$ cat config.mk
export PLATFORM = sky130hd
export DESIGN_NAME = touch_adc_serial_port
export DESIGN_NICKNAME = d
export VERILOG_FILES = /design/src/verilog/touch_adc_pkg.sv /design/src/verilog/result_fifo.sv /design/src/verilog/touch_adc_serial_port.sv
export SDC_FILE = /design/constraint.sdc
export NUM_CORES = 1
export LEC_CHECK = 0
export BUFFER_PORTS_ARGS = -buffer_cell sky130_fd_sc_hd__buf_4
export CAP_MARGIN = 40
export CORE_MARGIN = 5
export CORE_UTILIZATION = 55
export DETAILED_ROUTE_END_ITERATION = 7
export MAX_ROUTING_LAYER = met4
export PLACE_DENSITY_LB_ADDON = 0.1
export SLEW_MARGIN = 0
export SYNTH_ARGS = -nofsm -noshare
export SYNTH_HDL_FRONTEND = slang
export SYNTH_SLANG_ARGS = --single-unit
$ cat constraint.sdc
create_clock -name clk_sys -period 5.21 [get_ports clk_sys]
set_input_delay 0.521 -clock clk_sys [delete_from_list [all_inputs] [get_ports clk_sys]]
set_output_delay 0.521 -clock clk_sys [all_outputs]
set_load 0.1 [all_outputs]
$ cat src/verilog/touch_adc_pkg.sv
// ============================================================
// Behaviour
// - Each result bit leaves on the serial result output at a serial clock fall.
// - Serial result output floats whenever the device select is high.
// - Busy is a logic output that floats whenever the device select is high.
// - Host presents control bits; device samples them on serial clock rises.
// - Select is active low; low enables shifting and conversions; high ignores activity.
// - The host serial clock shifts data and is the only conversion clock.
// - Pen alert is open drain: pulls low when asserted, otherwise released.
// - Acquisition starts on the fifth serial clock fall after the start bit.
// - Acquisition lasts exactly three serial clock cycles, then hold and conversion.
// - Result goes out MSB first, remaining bits, then zero trailing bits.
// - Result code is straight unsigned binary, one step per reference/4096, or per reference/256 in 8-bit mode.
package touch_adc_pkg;

    // ============================================================
    // Serial frame timing, in serial clock falls after the start bit
    localparam logic [4:0]  FALL_ACQ_START = 5'h05;
    localparam logic [4:0]  ACQ_CYCLES     = 5'h03;
    localparam logic [4:0]  FALL_HOLD      = 5'h08;
    localparam logic [4:0]  FALL_MSB       = 5'h09;
    localparam logic [4:0]  BITS_FULL      = 5'h0c;
    localparam logic [4:0]  BITS_SHORT     = 5'h08;
    localparam logic [4:0]  TRAIL_ZEROS    = 5'h03;
    localparam logic [4:0]  FALL_RESET     = 5'h00;
    localparam logic [2:0]  CTRL_BITS      = 3'h7;
    localparam logic [2:0]  CTRL_CNT_RESET = 3'h0;

    // ============================================================
    // Converter codes and reset values
    localparam int unsigned RESULT_BITS    = 12;
    localparam int unsigned FIFO_DEPTH     = 16;
    localparam logic [11:0] SAR_MSB        = 12'h800;
    localparam logic [11:0] CODE_RESET     = 12'h000;
    localparam logic [1:0]  PD_ALERT_OFF   = 2'h3;

    typedef struct packed {
        logic [2:0] channel;
        logic       short_mode;
        logic       single_ended;
        logic [1:0] power_down;
    } ctrl_word_t;

    localparam ctrl_word_t CTRL_RESET = 7'h00;

    typedef struct packed {
        logic        short_mode;
        logic [11:0] code;
    } result_t;

    localparam result_t RESULT_RESET = 13'h0000;

    typedef enum logic [1:0] {
        PH_IDLE = 2'b00,
        PH_CMD  = 2'b01,
        PH_CONV = 2'b10
    } phase_t;

endpackage

$ cat src/verilog/result_fifo.sv
`timescale 1ns/10ps
module result_fifo #(
    parameter int unsigned WIDTH = 13,
    parameter int unsigned DEPTH = 16
) (
    input  wire logic             clk_sys,
    input  wire logic             rst_b,
    input  wire logic             in_valid,
    output logic                  in_ready,
    input  wire logic [WIDTH-1:0] in_data,
    output logic                  out_valid,
    input  wire logic             out_ready,
    output logic      [WIDTH-1:0] out_data
);
    localparam int unsigned AW = $clog2(DEPTH);
    localparam logic [AW:0] FULL_COUNT = (AW+1)'(DEPTH);

    logic [WIDTH-1:0] mem [DEPTH];
    logic [AW-1:0]    wr_ptr_reg;
    logic [AW-1:0]    rd_ptr_reg;
    logic [AW-1:0]    rd_ptr_inc;
    logic [AW:0]      count_reg;
    logic [AW:0]      count_next;
    logic             push;
    logic             pop;

    assign push       = in_valid & in_ready;
    assign pop        = out_valid & out_ready;
    assign rd_ptr_inc = rd_ptr_reg + 1'b1;

    always_comb begin
        count_next = count_reg;
        if (push && !pop) begin
            count_next = count_reg + 1'b1;
        end else if (pop && !push) begin
            count_next = count_reg - 1'b1;
        end
    end

    always_ff @(posedge clk_sys) begin
        if (push) begin
            mem[wr_ptr_reg] <= in_data;
        end
    end

    always_ff @(posedge clk_sys or negedge rst_b) begin
        if (!rst_b) begin
            wr_ptr_reg <= '0;
            rd_ptr_reg <= '0;
            count_reg  <= '0;
            in_ready   <= 1'b1;
            out_valid  <= 1'b0;
        end else begin
            if (push) begin
                wr_ptr_reg <= wr_ptr_reg + 1'b1;
            end
            if (pop) begin
                rd_ptr_reg <= rd_ptr_inc;
            end
            count_reg <= count_next;
            in_ready  <= (count_next != FULL_COUNT);
            out_valid <= (count_next != '0);
        end
    end

    // Head word is registered so the consumer sees flop outputs only
    always_ff @(posedge clk_sys or negedge rst_b) begin
        if (!rst_b) begin
            out_data <= '0;
        end else if (push && (count_reg == '0 || (pop && count_reg == (AW+1)'(1)))) begin
            out_data <= in_data;
        end else if (pop) begin
            out_data <= mem[rd_ptr_inc];
        end
    end

endmodule

$ cat src/verilog/touch_adc_serial_port.sv
`timescale 1ns/10ps
module touch_adc_serial_port (
    input  wire logic                    clk_sys,
    input  wire logic                    rst_b,
    input  wire logic                    cs_b,
    input  wire logic                    serial_conversion_clock,
    input  wire logic                    serial_cmd_in,
    input  wire logic                    cmp_high,
    input  wire logic                    pen_touch_detect,
    output logic                         serial_result_out,
    output logic                         serial_result_oe,
    output logic                         busy_out,
    output logic                         busy_oe,
    output logic                         pen_touch_alert_n,
    output logic                         pen_touch_alert_oe,
    output logic                         track_hold_acquire,
    output logic [11:0]                  dac_trial_code,
    output touch_adc_pkg::ctrl_word_t    ctrl_word,
    output logic                         result_valid,
    input  wire logic                    result_ready,
    output touch_adc_pkg::result_t       result_data
);
    import touch_adc_pkg::*;

    // ============================================================
    // Frame decoding
    function automatic logic [4:0] last_data_fall(input logic short_mode);
        last_data_fall = FALL_MSB + (short_mode ? BITS_SHORT : BITS_FULL) - 5'h01;
    endfunction

    function automatic logic [4:0] last_fall(input logic short_mode);
        last_fall = last_data_fall(short_mode) + TRAIL_ZEROS;
    endfunction

    phase_t      phase_reg;
    logic        sclk_prev_reg;
    logic [4:0]  fall_cnt_reg;
    logic [4:0]  fall_cnt_next;
    logic [2:0]  ctrl_cnt_reg;
    logic [5:0]  ctrl_shift_reg;
    logic [11:0] sar_ptr_reg;
    logic [11:0] code_decided;
    logic        sclk_rise;
    logic        sclk_fall;
    logic        start_bit;
    logic        hold_fall;
    logic        conv_bit;
    logic        last_bit;
    logic        fifo_in_ready;
    logic        push_valid_reg;
    result_t     push_data_reg;
    logic        first_bit_reg;
    logic        dout_cause;

    // ============================================================
    // Serial clock edges, seen at the system clock
    always_ff @(posedge clk_sys or negedge rst_b) begin
        if (!rst_b) begin
            sclk_prev_reg <= 1'b0;
        end else begin
            sclk_prev_reg <= serial_conversion_clock;
        end
    end

    assign sclk_rise     = serial_conversion_clock & ~sclk_prev_reg;
    assign sclk_fall     = ~serial_conversion_clock & sclk_prev_reg;
    assign fall_cnt_next = fall_cnt_reg + 5'h01;
    // Full buffer refuses new frames so no finished result is ever dropped
    assign start_bit     = (phase_reg == PH_IDLE) && !cs_b && sclk_rise
                           && serial_cmd_in && fifo_in_ready;
    assign hold_fall     = (phase_reg == PH_CMD) && !cs_b && sclk_fall
                           && (fall_cnt_next == FALL_HOLD);
    assign conv_bit      = (phase_reg == PH_CONV) && !cs_b && sclk_fall
                           && (fall_cnt_next >= FALL_MSB)
                           && (fall_cnt_next <= last_data_fall(ctrl_word.short_mode));
    assign last_bit      = conv_bit
                           && (fall_cnt_next == last_data_fall(ctrl_word.short_mode));
    assign code_decided  = (dac_trial_code & ~sar_ptr_reg)
                           | (cmp_high ? sar_ptr_reg : CODE_RESET);
    assign dout_cause    = sclk_fall | cs_b;

    // ============================================================
    // Frame sequencer
    always_ff @(posedge clk_sys or negedge rst_b) begin
        if (!rst_b) begin
            phase_reg <= PH_IDLE;
        end else if (cs_b) begin
            phase_reg <= PH_IDLE;
        end else begin
            unique case (phase_reg)
                PH_IDLE: begin
                    if (start_bit) begin
                        phase_reg <= PH_CMD;
                    end
                end
                PH_CMD: begin
                    if (hold_fall) begin
                        phase_reg <= PH_CONV;
                    end
                end
                PH_CONV: begin
                    if (sclk_fall && fall_cnt_next == last_fall(ctrl_word.short_mode)) begin
                        phase_reg <= PH_IDLE;
                    end
                end
                default: begin
                    phase_reg <= PH_IDLE;
                end
            endcase
        end
    end

    // Serial clock falls since the start bit drive all conversion timing
    always_ff @(posedge clk_sys or negedge rst_b) begin
        if (!rst_b) begin
            fall_cnt_reg <= FALL_RESET;
        end else if (cs_b || phase_reg == PH_IDLE) begin
            fall_cnt_reg <= FALL_RESET;
        end else if (sclk_fall) begin
            fall_cnt_reg <= fall_cnt_next;
        end
    end

    // ============================================================
    // Control word shifter
    always_ff @(posedge clk_sys or negedge rst_b) begin
        if (!rst_b) begin
            ctrl_cnt_reg   <= CTRL_CNT_RESET;
            ctrl_shift_reg <= 6'h00;
            ctrl_word      <= CTRL_RESET;
        end else if (cs_b || start_bit) begin
            ctrl_cnt_reg <= CTRL_CNT_RESET;
        end else if (phase_reg == PH_CMD && sclk_rise && ctrl_cnt_reg < CTRL_BITS) begin
            ctrl_cnt_reg   <= ctrl_cnt_reg + 3'h1;
            ctrl_shift_reg <= {ctrl_shift_reg[4:0], serial_cmd_in};
            if (ctrl_cnt_reg == CTRL_BITS - 3'h1) begin
                ctrl_word <= {ctrl_shift_reg, serial_cmd_in};
            end
        end
    end

    // ============================================================
    // Track and hold window
    always_ff @(posedge clk_sys or negedge rst_b) begin
        if (!rst_b) begin
            track_hold_acquire <= 1'b0;
        end else if (cs_b) begin
            track_hold_acquire <= 1'b0;
        end else if (phase_reg == PH_CMD && sclk_fall) begin
            if (fall_cnt_next == FALL_ACQ_START) begin
                track_hold_acquire <= 1'b1;
            end else if (fall_cnt_next == FALL_ACQ_START + ACQ_CYCLES) begin
                track_hold_acquire <= 1'b0;
            end
        end
    end

    // ============================================================
    // Successive approximation, one decision per serial clock fall
    always_ff @(posedge clk_sys or negedge rst_b) begin
        if (!rst_b) begin
            dac_trial_code <= CODE_RESET;
            sar_ptr_reg    <= CODE_RESET;
        end else if (hold_fall) begin
            dac_trial_code <= SAR_MSB;
            sar_ptr_reg    <= SAR_MSB;
        end else if (conv_bit) begin
            sar_ptr_reg <= sar_ptr_reg >> 1;
            if (last_bit) begin
                dac_trial_code <= code_decided;
            end else begin
                dac_trial_code <= code_decided | (sar_ptr_reg >> 1);
            end
        end
    end

    // ============================================================
    // Serial result and busy pins
    always_ff @(posedge clk_sys or negedge rst_b) begin
        if (!rst_b) begin
            serial_result_out <= 1'b0;
        end else if (cs_b) begin
            serial_result_out <= 1'b0;
        end else if (conv_bit) begin
            serial_result_out <= cmp_high;
        end else if (sclk_fall && phase_reg != PH_IDLE) begin
            serial_result_out <= 1'b0;
        end
    end

    always_ff @(posedge clk_sys or negedge rst_b) begin
        if (!rst_b) begin
            busy_out <= 1'b0;
        end else if (cs_b) begin
            busy_out <= 1'b0;
        end else if (hold_fall) begin
            busy_out <= 1'b1;
        end else if (conv_bit && fall_cnt_next == FALL_MSB) begin
            busy_out <= 1'b0;
        end
    end

    always_ff @(posedge clk_sys or negedge rst_b) begin
        if (!rst_b) begin
            serial_result_oe <= 1'b0;
            busy_oe          <= 1'b0;
        end else begin
            serial_result_oe <= !cs_b;
            busy_oe          <= !cs_b;
        end
    end

    // ============================================================
    // Pen alert, open drain; the panel switches are busy during a frame
    always_ff @(posedge clk_sys or negedge rst_b) begin
        if (!rst_b) begin
            pen_touch_alert_n  <= 1'b0;
            pen_touch_alert_oe <= 1'b0;
        end else begin
            pen_touch_alert_n  <= 1'b0;
            pen_touch_alert_oe <= pen_touch_detect && phase_reg == PH_IDLE
                                  && ctrl_word.power_down != PD_ALERT_OFF;
        end
    end

    // ============================================================
    // Finished results into the buffer
    always_ff @(posedge clk_sys or negedge rst_b) begin
        if (!rst_b) begin
            push_valid_reg <= 1'b0;
            push_data_reg  <= RESULT_RESET;
            first_bit_reg  <= 1'b0;
        end else begin
            push_valid_reg <= last_bit;
            if (conv_bit && fall_cnt_next == FALL_MSB) begin
                first_bit_reg <= cmp_high;
            end
            if (last_bit) begin
                push_data_reg.short_mode <= ctrl_word.short_mode;
                push_data_reg.code       <= ctrl_word.short_mode
                                            ? {4'h0, code_decided[11:4]}
                                            : code_decided;
            end
        end
    end

    result_fifo #(
        .WIDTH ($bits(result_t)),
        .DEPTH (FIFO_DEPTH)
    ) u_result_fifo (
        .clk_sys   (clk_sys),
        .rst_b     (rst_b),
        .in_valid  (push_valid_reg),
        .in_ready  (fifo_in_ready),
        .in_data   (push_data_reg),
        .out_valid (result_valid),
        .out_ready (result_ready),
        .out_data  (result_data)
    );

    // ============================================================
    // Checks
    AST_DOUT_ON_FALL:
    assert property (@(posedge clk_sys) disable iff (!rst_b)
        $changed(serial_result_out) |-> $past(dout_cause))
        else $error("Result bit changed without a serial clock fall");

    AST_DOUT_FLOAT:
    assert property (@(posedge clk_sys) disable iff (!rst_b)
        cs_b |=> !serial_result_oe)
        else $error("Result output driven while deselected");

    AST_BUSY_FLOAT:
    assert property (@(posedge clk_sys) disable iff (!rst_b)
        cs_b |=> !busy_oe && !busy_out)
        else $error("Busy driven while deselected");

    AST_CMD_SAMPLE:
    assert property (@(posedge clk_sys) disable iff (!rst_b)
        (phase_reg == PH_CMD && !cs_b && sclk_rise && ctrl_cnt_reg < CTRL_BITS)
        |=> ctrl_shift_reg[0] == $past(serial_cmd_in))
        else $error("Command bit not taken on a rising edge");

    AST_DESELECT_IDLE:
    assert property (@(posedge clk_sys) disable iff (!rst_b)
        cs_b |=> phase_reg == PH_IDLE && fall_cnt_reg == FALL_RESET)
        else $error("Frame kept running while deselected");

    AST_START_BIT:
    assert property (@(posedge clk_sys) disable iff (!rst_b)
        (phase_reg == PH_IDLE && !cs_b && sclk_rise && serial_cmd_in && fifo_in_ready)
        |=> phase_reg == PH_CMD && ctrl_cnt_reg == CTRL_CNT_RESET)
        else $error("Start bit not recognised");

    AST_ACQ_START:
    assert property (@(posedge clk_sys) disable iff (!rst_b)
        $rose(track_hold_acquire) |-> fall_cnt_reg == FALL_ACQ_START)
        else $error("Acquisition did not open on the fifth fall");

    AST_ACQ_LENGTH:
    assert property (@(posedge clk_sys) disable iff (!rst_b)
        ($fell(track_hold_acquire) && !cs_b)
        |-> fall_cnt_reg == FALL_HOLD && busy_out && dac_trial_code == SAR_MSB)
        else $error("Acquisition window not three cycles");

    AST_MSB_FIRST:
    assert property (@(posedge clk_sys) disable iff (!rst_b)
        (conv_bit && fall_cnt_next == FALL_MSB) |=> serial_result_out == $past(cmp_high))
        else $error("First result bit is not the decided MSB");

    AST_TRAIL_ZERO:
    assert property (@(posedge clk_sys) disable iff (!rst_b)
        (phase_reg == PH_CONV && fall_cnt_reg > last_data_fall(ctrl_word.short_mode))
        |-> !serial_result_out)
        else $error("Trailing bit not zero");

    AST_CODE_BINARY:
    assert property (@(posedge clk_sys) disable iff (!rst_b)
        push_valid_reg |-> (push_data_reg.short_mode ? push_data_reg.code[7]
                                                     : push_data_reg.code[11]) == first_bit_reg)
        else $error("Result MSB differs from first serial bit");

    AST_BUSY_END:
    assert property (@(posedge clk_sys) disable iff (!rst_b)
        ($fell(busy_out) && !$past(cs_b)) |-> fall_cnt_reg == FALL_MSB)
        else $error("Busy did not drop with the MSB");

    AST_ALERT_OPEN_DRAIN:
    assert property (@(posedge clk_sys) disable iff (!rst_b)
        pen_touch_alert_oe |-> !pen_touch_alert_n && $past(pen_touch_detect))
        else $error("Pen alert driven high or without a touch");

endmodule
==> out/metrics.cfg, run 1 <==
[run_status]
status = completed

[power_and_ir_drop]
p_sw_uw = 1820
p_seq_share_pct = 44.4
vdd_drop_max_mv = 0.347
comb_power_share_pct = 20.4
p_leak_uw = 0.00478
powerDensity_nw_per_um2 = 424
pwr-share-clk_pct = 35.2
p_int_uw = 4370
p_sw_share_pct = 29.4

[layout]
nNetsFinal = 900
final_util_pct = 62.8
largest_register_ff_count = 208
area_delta_synth_final_pct = 13.3
num_antenna_cells = 0
fin_area_um2 = 14600
drive_gt1_share_pct = 23.9
instances_no_fill = 1220
final_cell_mix = 208 x edfxtp_1, 93 x nand2_1, 93 x dfrtp_1, 54 x buf_4, 52 x mux4_2
final_common_cell = edfxtp_1

[global_route]
grt_usage_pct = 21.4
grt-ovfl-total = 0
grt_start_max_net_pins = 54
grt_pass1_vias = 7458
antenna_found_initial = 0
grt_pass1_wl_um = 42400

[worst_setup_path]
cp.required_ps = 5620
crit_path_max_fanout = 25
worstSetupPathType = flip-flop to flip-flop
r2r_slack_ps = 2200
crit_start = u_result_fifo.rd_ptr_reg[0]
r2r.worst_path.cells = 6
endpoint_kind = flip-flop
reg2reg_to = u_result_fifo.out_data[9]
rr_startpoint = u_result_fifo.rd_ptr_reg[0]
critPathLaunchType = flip-flop
arrival_ps = 3420

[yosys]
ys_seq_elements = 303
syn_inst = 825
synth_async_sr_flop_share_pct = 31.4
synth_edf_count = 208
syn_avg_cell_area_um2 = 15.6
synth_nets = 848
yosysWarnings = 0
yosysSeqAreaShare_pct = 66.9
synth_flop_cell = edfxtp_1
netlist_area_um2 = 12900
synth_cell_types = 59

[detailed_routing]
routedWlPerCell_um = 22.1
via_per_inst = 5.81
drtIter0Drc = 483
drt_pass1_iterations = 5
wl_um = 27000
drc = 0
ant_nets = 0
vias = 7089

[floorplanning]
fp.dieH_um = 163
die_width_um = 163
start_util_pct = 55.4
core_region_area_um2 = 23300
row_count = 56
die_area_um2 = 26600
ios = 48

[clock_tree]
cts_buffer_depth = 3
cts.clk_slew.worst_paths_ps = 60
clock_sinks = 303
cts_tree = built
hold_buffers = 0
cts-root-buf = clkbuf_16
insertion_delay_ps = 540
postCtsSetupBuffers = 0
cts_buffers = 31
htree_levels = 1
cts-resized-gates = 0

[min_path]
worst_hold_path_type = input port to asynchronous set/reset pin

[timing]
slew_violations = 0
hold_viol = 0
fin_crit_ps = 3010
fmax_mhz = 332
tightest_slew_ps = 895
setup_viol = 0
fin_tns_setup_ps = 0
rsz0062_at_grt = false
slew-limit-headroom_pct = 40.3
fin_ws_ps = 2200
finalClockSkew_ps = 9.38
timing.final.crit_share_pct = 57.8

[placed_design]
gp_congestion = 0.811
dp_cells = 1163
place_ws_ps = 2170
hpwlAfterDp_um = 17100
placed_area_um2 = 13600
numPortBuffers = 46

[run]
maxCapViolCount = 0

==> how the worst max path moves through the flow <==
stage	endpoint	slack, ps
final	u_result_fifo.out_data[9]	2200
after floorplan	dac_trial_code[0]	2640
after CTS	u_result_fifo.out_data[9]	2170
after detailed placement	u_result_fifo.out_data[9]	2170
after global placement	u_result_fifo.out_data[9]	2170
after global routing	u_result_fifo.out_data[9]	2010
==> per-layer routing <==
metal / track usage [%] / vias up / part of all wire [%]
met1: 27.7 / 3661 / 41
met5: - / - / 0
li1: - / 3219 / -
met2: 37.2 / 178 / 53
met4: 4.69 / 0 / 1.5
met3: 2.52 / 31 / 4.4
==> Yosys cell counts (6+ instances only) <==
library cell / instances / area share, %
o31ai_1: 6 / 0.35
inv_1: 22 / 0.64
mux4_2: 52 / 9.1
edfxtp_1: 208 / 48
o21ai_0: 20 / 0.78
xor2_1: 7 / 0.48
and2_1: 19 / 0.92
nor2_1: 32 / 0.93
ha_1: 15 / 1.5
and3_1: 11 / 0.53
nand3_1: 11 / 0.43
nand2_1: 93 / 2.7
buf_2: 11 / 0.43
dfrtp_1: 94 / 18
xnor2_1: 10 / 0.68
a21boi_0: 7 / 0.41
a31oi_1: 14 / 0.68
buf_4: 8 / 0.47
mux2i_1: 42 / 3.3
a21oi_1: 24 / 0.93
o211ai_1: 13 / 0.76
mux2_2: 32 / 2.8
clkbuf_1: 19 / 0.55
==> power groups by stage <==
stage | clock, uW | combinational, uW | sequential (uW)
floorplan | 0 | 809 | 2930
global placement | 0 | 1250 | 2790
detailed placement | 0 | 1280 | 2800
CTS | 2230 | 1280 | 2750
global route | 2330 | 1350 | 2770
finish | 2180 | 1260 | 2750
==> final cells by class <==
class                      count  area, um2
sequential                   303       8630
clock buffer                  32        779
clock inverter                25        235
fill                        1770       8650
tap                          319        399
inverter                      22       82.6
multi-input combinational    458       3960
timing repair buffer          61        528
==> logic make-up (layout without fill, tap and decap cells) <==
group / Yosys count / count (layout) / synth area share [%]
compound gates: 100 / 100 / 5.12
flops: 303 / 303 / 66.9
mux: 126 / 126 / 15.1
simple gates: 198 / 198 / 7.55
fa+ha+maj: 15 / 15 / 1.46
other cells: 1 / 1 / 0.0291
xor+xnor: 18 / 18 / 1.28
buf+inv: 64 / 140 / 2.51
==> worst max-delay path: stages (launching register included) <==
cell and delay, ps:
dfrtp_4 650, ha_2 820, buf_4 450, mux4_2 350
mux2_2 320, o211ai_1 180, a31oi_1 100
==> per-stage QoR <==
stage	hold WS (ps)	total power (uW)
after floorplan	225	3740
after CTS	15.3	6260
after global placement	471	4040
after global routing	45.2	6450
after detailed placement	478	4080
final	4.18	6190
Power figures use the tool's default switching activity.
==> inputs of run 2 (changes only) <==
Settings changed: ABC_AREA set to 1.
Clock period 5.21 ns to 2.61 ns, I/O delays scaled along.
==> run 2 against run 1 <==
Effect of this change: sequential share of layout area fell by 0.88 points; power rose by 150%; highest routed layer unchanged; critical path type unchanged; wire length rose by 3.3%; sequential power rose by 100%; final cell count rose by 31%; setup slack got worse by 2000 ps; area after synthesis rose by 1.5%; core utilization rose by 0.36 points; cell area rose by 1.5%; clock-buffer cell count rose by 19.
==> out/metrics.cfg, run 2 <==
[run_status]
status = completed  ; unchanged

[clock_tree]
hold_buffers = 5  ; was 0
htree_levels = 1  ; unchanged
cts_buffers = 30  ; was 31
cts-resized-gates = 0  ; unchanged
postCtsSetupBuffers = 0  ; unchanged
cts.clk_slew.worst_paths_ps = 70  ; was 60 ps
insertion_delay_ps = 550  ; was 540 ps
cts_buffer_depth = 3  ; unchanged
clock_sinks = 303  ; unchanged
cts-root-buf = clkbuf_16  ; unchanged
cts_tree = built  ; unchanged

[global_route]
grt_usage_pct = 21.7  ; was 21.4%
grt-ovfl-total = 0  ; unchanged
antenna_found_initial = 0  ; unchanged
grt_start_max_net_pins = 107  ; was 54
grt_pass1_vias = 8452  ; was 7,458
grt_pass1_wl_um = 45300  ; was 42,400 um

[timing]
timing.final.crit_share_pct = 92.7  ; was 57.8%
slew-limit-headroom_pct = 59.0  ; was 40.3%
setup_viol = 0  ; unchanged
rsz0062_at_grt = false  ; unchanged
hold_viol = 0  ; unchanged
finalClockSkew_ps = 14.2  ; was 9.38 ps
slew_violations = 0  ; unchanged
fmax_mhz = 413  ; was 332 MHz
fin_tns_setup_ps = 0  ; unchanged
tightest_slew_ps = 614  ; was 895 ps
fin_crit_ps = 2420  ; was 3010 ps

[yosys]
yosysWarnings = 0  ; unchanged
synth_async_sr_flop_share_pct = 31.4  ; unchanged
ys_top_cells_by_count = 208 x edfxtp_1, 194 x nor2_1, 193 x nand2_1, 178 x o21ai_0, 94 x dfrtp_1  ; was 208 x edfxtp_1, 94 x dfrtp_1, 93 x nand2_1, 52 x mux4_2, 42 x mux2i_1
yosys-top-cells-area = edfxtp_1 48%, dfrtp_1 18%, o21ai_0 6.8%, nor2_1 5.6%, nand2_1 5.5%  ; was edfxtp_1 48%, dfrtp_1 18%, mux4_2 9.1%, mux2i_1 3.3%, mux2_2 2.8%
synth_cell_types = 38  ; was 59
synth_edf_count = 208  ; unchanged
synth_nets = 1226  ; was 848
yosysSeqAreaShare_pct = 65.9  ; was 66.9%
syn_inst = 1203  ; was 825
synth_top_area_share_pct = 47.8  ; was 48.5%
synth_top_area_cell = edfxtp_1  ; unchanged
ys_seq_elements = 303  ; unchanged
syn_avg_cell_area_um2 = 10.9  ; was 15.6 um2
yosysMostFrequentCell = edfxtp_1  ; unchanged
netlist_area_um2 = 13100  ; was 12,900 um2
synth_flop_cell = edfxtp_1  ; unchanged

[detailed_routing]
drc = 0  ; unchanged
drtIter0Drc = 731  ; was 483
via_per_inst = 5.42  ; was 5.81
vias = 8674  ; was 7,089
routedWlPerCell_um = 17.4  ; was 22.1 um
wl_um = 27900  ; was 27,000 um
ant_nets = 0  ; unchanged
drt_pass1_iterations = 5  ; unchanged

[layout]
nNetsFinal = 1280  ; was 900
num_antenna_cells = 0  ; unchanged
largest_register_ff_count = 208  ; unchanged
final_common_cell = edfxtp_1  ; unchanged
drive_gt1_share_pct = 13.8  ; was 23.9%
final_cell_mix = 208 x edfxtp_1, 194 x nor2_1, 193 x nand2_1, 178 x o21ai_0, 93 x dfrtp_1  ; was 208 x edfxtp_1, 93 x nand2_1, 93 x dfrtp_1, 54 x buf_4, 52 x mux4_2
area_delta_synth_final_pct = 13.4  ; was 13.3%

[floorplanning]
die_width_um = 164  ; was 163 um
die_area_um2 = 27000  ; was 26,600 um2
fp.dieH_um = 164  ; was 163 um
start_util_pct = 55.7  ; was 55.4%
core_region_area_um2 = 23500  ; was 23,300 um2
row_count = 56  ; unchanged
ios = 48  ; unchanged

[min_path]
worst_hold_path_type = input port to asynchronous set/reset pin  ; unchanged

[placed_design]
hpwlAfterDp_um = 17200  ; was 17,100 um
numPortBuffers = 46  ; unchanged
gp_congestion = 0.858  ; was 0.811

[power_and_ir_drop]
vdd_drop_max_mv = 1.03  ; was 0.347 mV
power.total_uw = 15200  ; was 6190 uW
p_leak_uw = 0.00650  ; was 0.00478 uW
powerDensity_nw_per_um2 = 1030  ; was 424 nW/um2

[worst_setup_path]
crit_path_max_fanout = 22  ; was 25
critPathLaunchType = flip-flop  ; unchanged
rr_startpoint = fall_cnt_reg[1]  ; was u_result_fifo.rd_ptr_reg[0]
arrival_ps = 2840  ; was 3420 ps
endpoint_kind = flip-flop  ; unchanged
r2r.worst_path.cells = 10  ; was 6
r2r_slack_ps = 190  ; was 2200 ps
cp.required_ps = 3030  ; was 5620 ps
worstSetupPathType = flip-flop to flip-flop  ; unchanged
reg2reg_to = sar_ptr_reg[11]  ; was u_result_fifo.out_data[9]

[run]
maxCapViolCount = 0  ; unchanged

==> run 2: cell types whose count changed in the layout (fill, tap and decap cells not counted), sizes merged, moves of 21 or more <==
cell and delta:
inv +54, mux4 -52, mux2i -42, a21oi -21
o21ai +180, nand2 +102, nand3 +51, nor2 +165
o211ai +37, mux2 -31
==> run 2: final cells by class <==
type,count,area [um2]
Clock buffer,51,910
Clock inverter,5,36.3
Fill cell,1854,8650
Inverter,77,289
Multi-Input combinational cell,760,3870
Sequential cell,303,8630
Tap cell,319,399
Timing Repair Buffer,85,701
==> run 2: cell families (layout without fill, tap and decap cells) <==
kind of cell / after synthesis / in the layout / share of synthesized area, %
AND/OR/NAND/NOR: 471 / 471 / 15.0
flip-flops: 303 / 303 / 65.9
AO/OA/AOI/OAI: 261 / 261 / 11.8
buffers and inverters: 140 / 218 / 4.74
adder cells (fa/ha/maj): 15 / 15 / 1.43
XOR/XNOR: 11 / 11 / 0.909
other: 1 / 1 / 0.0287
multiplexers: 1 / 1 / 0.0861
==> run 2: worst max-delay path: stages (launching register included) <==
cell and delay, ps:
dfrtp_1 450, ha_1 270, xnor2_2 250, inv_1 110, ha_1 330, nor2_1 100, nand2_1 70, nand3_2 90
nand3_4 150, inv_2 340, o21ai_0 120
==> run 2: power breakdown <==
group / total [uW] / internal, uW / switching, uW / leakage [uW]
Sequential: 5500 / 5310 / 189 / 0.00366
Combinational: 5610 / 1720 / 3900 / 0.00237
Clock: 4090 / 2360 / 1730 / 0.000465
==> run 2: layer usage <==
layer  track usage (%)  part of all wire [%]  vias to the layer above
met3              2.91                   5.0                       42
met1              30.4                    45                     4182
met2              34.8                    48                      189
met4              4.23                   1.5                        0
li1                  -                     -                     4261
met5                 -                     0                        -
==> run 2: worst max-delay path by stage <==
stage                          startpoint                 end  slack [ps]
after floorplan              ctrl_word[3]  dac_trial_code[10]         460
after global placement    fall_cnt_reg[0]     sar_ptr_reg[11]         280
after detailed placement  fall_cnt_reg[1]     sar_ptr_reg[11]         210
after CTS                 fall_cnt_reg[1]     sar_ptr_reg[11]         200
after global routing      fall_cnt_reg[1]     sar_ptr_reg[11]           5
final                     fall_cnt_reg[1]     sar_ptr_reg[11]         190
==> run 2: stage by stage <==
step           worst slack (ps)  instances  hold WS (ps)  cell area, um2  util, %
2_1_floorplan               457       1203         -34.6           13100        -
3_3_place_gp                278       1539           129           13800     58.9
3_5_place_dp                208       1539           126           13800     58.9
4_1_cts                     204       1600          90.8           14800     63.2
5_1_grt                    4.95       1600           102           14800     63.2
6_report                    190       1600          98.9           14800     63.2
==> inputs of run 3 (changes only) <==
Settings changed: GPL_TIMING_DRIVEN set to 0.
==> run 3 against run 2 <==
Effect of this change: sequential share of layout area is 1.1 points lower; highest routed layer unchanged; fmax shrank 3.2%; clock power grew 10%; power grew 7.3%; largest cell class unchanged; critical path depth is 4 lower; cell area rose by 1.9%; global-route usage increased by 3.8 points; setup slack worse by 80 ps; wire length increased by 17%; register-to-register slack worse by 80 ps; via count grew 6.3%; final cell count is 2.8% higher.
==> out/metrics.cfg, run 3 (synthesis results as in run 2) <==
[run_status]
status = completed  ; unchanged

[layout]
drive_gt1_share_pct = 15.1  ; was 13.8%
fillers = 1843  ; was 1,854
multiInputGateArea_um2 = 3860  ; was 3870 um2
area_delta_synth_final_pct = 15.6  ; was 13.4%
final_util_pct = 64.4  ; was 63.2%
final_cell_mix = 208 x edfxtp_1, 193 x nand2_1, 187 x nor2_1, 178 x o21ai_0, 94 x dfrtp_1  ; was 208 x edfxtp_1, 194 x nor2_1, 193 x nand2_1, 178 x o21ai_0, 93 x dfrtp_1
final_common_cell = edfxtp_1  ; unchanged
seqCellArea_um2 = 8620  ; was 8630 um2
fin_area_um2 = 15100  ; was 14,800 um2
nNetsFinal = 1324  ; was 1,280
largest_register_ff_count = 208  ; unchanged
num_antenna_cells = 0  ; unchanged

[run]
maxCapViolCount = 0  ; unchanged

[clock_tree]
htree_levels = 1  ; unchanged
postCtsSetupBuffers = 0  ; unchanged
cts_buffer_depth = 3  ; unchanged
cts_tree = built  ; unchanged
clock_sinks = 303  ; unchanged
cts_buffers = 30  ; unchanged
cts.clk_slew.worst_paths_ps = 60  ; was 70 ps
insertion_delay_ps = 560  ; was 550 ps
cts-root-buf = clkbuf_16  ; unchanged

[timing]
timing.final.crit_share_pct = 95.8  ; was 92.7%
worst_hold_slack_ps = 163  ; was 98.9 ps
fin_tns_setup_ps = 0  ; unchanged
tightest_slew_ps = 808  ; was 614 ps
fmax_mhz = 400  ; was 413 MHz
finalClockSkew_ps = 20.8  ; was 14.2 ps
slew-limit-headroom_pct = 46.2  ; was 59.0%
hold_viol = 0  ; unchanged
setup_viol = 0  ; unchanged
slew_violations = 0  ; unchanged
rsz0062_at_grt = true  ; was false
fin_crit_ps = 2500  ; was 2420 ps
fin_ws_ps = 110  ; was 190 ps

[global_route]
grt_pass1_wl_um = 50900  ; was 45,300 um
grt_start_max_net_pins = 50  ; was 107
antenna_found_initial = 0  ; unchanged
grt_usage_pct = 25.5  ; was 21.7%
grt-ovfl-total = 0  ; unchanged
grt_pass1_vias = 9166  ; was 8,452

[detailed_routing]
drc = 0  ; unchanged
drt_pass1_iterations = 5  ; unchanged
wl_um = 32500  ; was 27,900 um
via_per_inst = 5.61  ; was 5.42
vias = 9222  ; was 8,674
ant_nets = 0  ; unchanged
drtIter0Drc = 817  ; was 731
routedWlPerCell_um = 19.8  ; was 17.4 um

[floorplanning]
ios = 48  ; unchanged
fp.dieH_um = 164  ; unchanged
start_util_pct = 55.7  ; unchanged
die_area_um2 = 27000  ; unchanged
die_width_um = 164  ; unchanged
core_region_area_um2 = 23500  ; unchanged
row_count = 56  ; unchanged

[placed_design]
gp_congestion = 0.856  ; was 0.858
placed_area_um2 = 14000  ; was 13,800 um2
numPortBuffers = 45  ; was 46
place_ws_ps = -67.9  ; was 208 ps
hpwlAfterDp_um = 22200  ; was 17,200 um

[power_and_ir_drop]
p_sw_share_pct = 39.8  ; was 38.3%
p_seq_share_pct = 33.7  ; was 36.2%
powerDensity_nw_per_um2 = 1080  ; was 1030 nW/um2
comb_power_share_pct = 38.7  ; was 36.9%
vdd_drop_max_mv = 0.609  ; was 1.03 mV
p_int_uw = 9830  ; was 9380 uW
p_sw_uw = 6490  ; was 5820 uW
p_leak_uw = 0.00664  ; was 0.00650 uW
pwr-share-clk_pct = 27.6  ; was 26.9%

[worst_setup_path]
critPathLaunchType = flip-flop  ; unchanged
worstSetupPathType = flip-flop to flip-flop  ; unchanged
endpoint_kind = flip-flop  ; unchanged
arrival_ps = 2750  ; was 2840 ps
cp.required_ps = 2860  ; was 3030 ps
crit_path_max_fanout = 10  ; was 22

[min_path]
worst_hold_path_type = input port to flip-flop  ; was input port to asynchronous set/reset pin

run 3: cell count changes in the layout (fill, tap and decap cells not counted), sizes merged:
cell         delta
dlygate4sd3     -1
buf            +18
clkinv          +2
bufinv          +4
clkbuf         +21
run 3: power by group through the flow:
stage | sequential (uW) | combinational, uW | clock [uW]
final | 5500 | 6310 | 4500
after global routing | 5520 | 6870 | 4770
after CTS | 5500 | 6290 | 4560
after detailed placement | 5590 | 6230 | 0
after global placement | 5590 | 6130 | 0
after floorplan | 6220 | 3500 | 0
run 3: what timing repair did:
item                                    4_1_cts  5_1_grt
hold buffers                                  4        0
gates resized for setup                       2       11
pin swaps                                     0        1
hold endpoints to repair                     53        0
cloned                                        0        0
endpoints found under the setup margin       11       49
run 3: stage by stage:
stage          instances  total power, uW
6_report            1644            16300
5_1_grt             1644            17200
4_1_cts             1644            16300
3_5_place_dp        1584            11800
3_3_place_gp        1567            11700
2_1_floorplan       1203             9720
run 3: layout make-up:
type	instances	area share [%]
Buffer	63	2.24
Clock buffer	45	5.89
Clock inverter	11	0.985
Inverter	77	1.91
Multi-Input combinational cell	760	25.6
Sequential cell	303	57.1
Tap cell	319	2.64
Timing Repair Buffer	66	3.73
run 3: worst paths after layout:
path	from	end	slack, ps	cells after the start
max in group asynchronous	rst_b	u_result_fifo.in_ready	1580	3
min in group asynchronous	rst_b	u_result_fifo.rd_ptr_reg[2]	290	2
max reg2reg	u_result_fifo.in_ready	u_result_fifo.mem[8][3]	110	6
min	cs_b	track_hold_acquire	160	2
max	u_result_fifo.in_ready	u_result_fifo.mem[8][3]	110	6
min reg2reg	ctrl_word[2]	ctrl_word[2]	480	2
run 3: critical path, cell delays in order, from the launching register on:
cell and delay [ps]:
dfstp_2 560, nand2_1 250, inv_1 180, buf_2 240, nand2_1 220, nor2_1 500
buf_6 230
run 3: per-layer routing:
layer | track usage, % | vias up | wire (um)
li1 | - | 4353 | -
met1 | 33.1 | 4500 | 13100
met2 | 43.1 | 313 | 16400
met3 | 3.24 | 56 | 2270
met4 | 6.29 | 0 | 769
met5 | - | - | 0
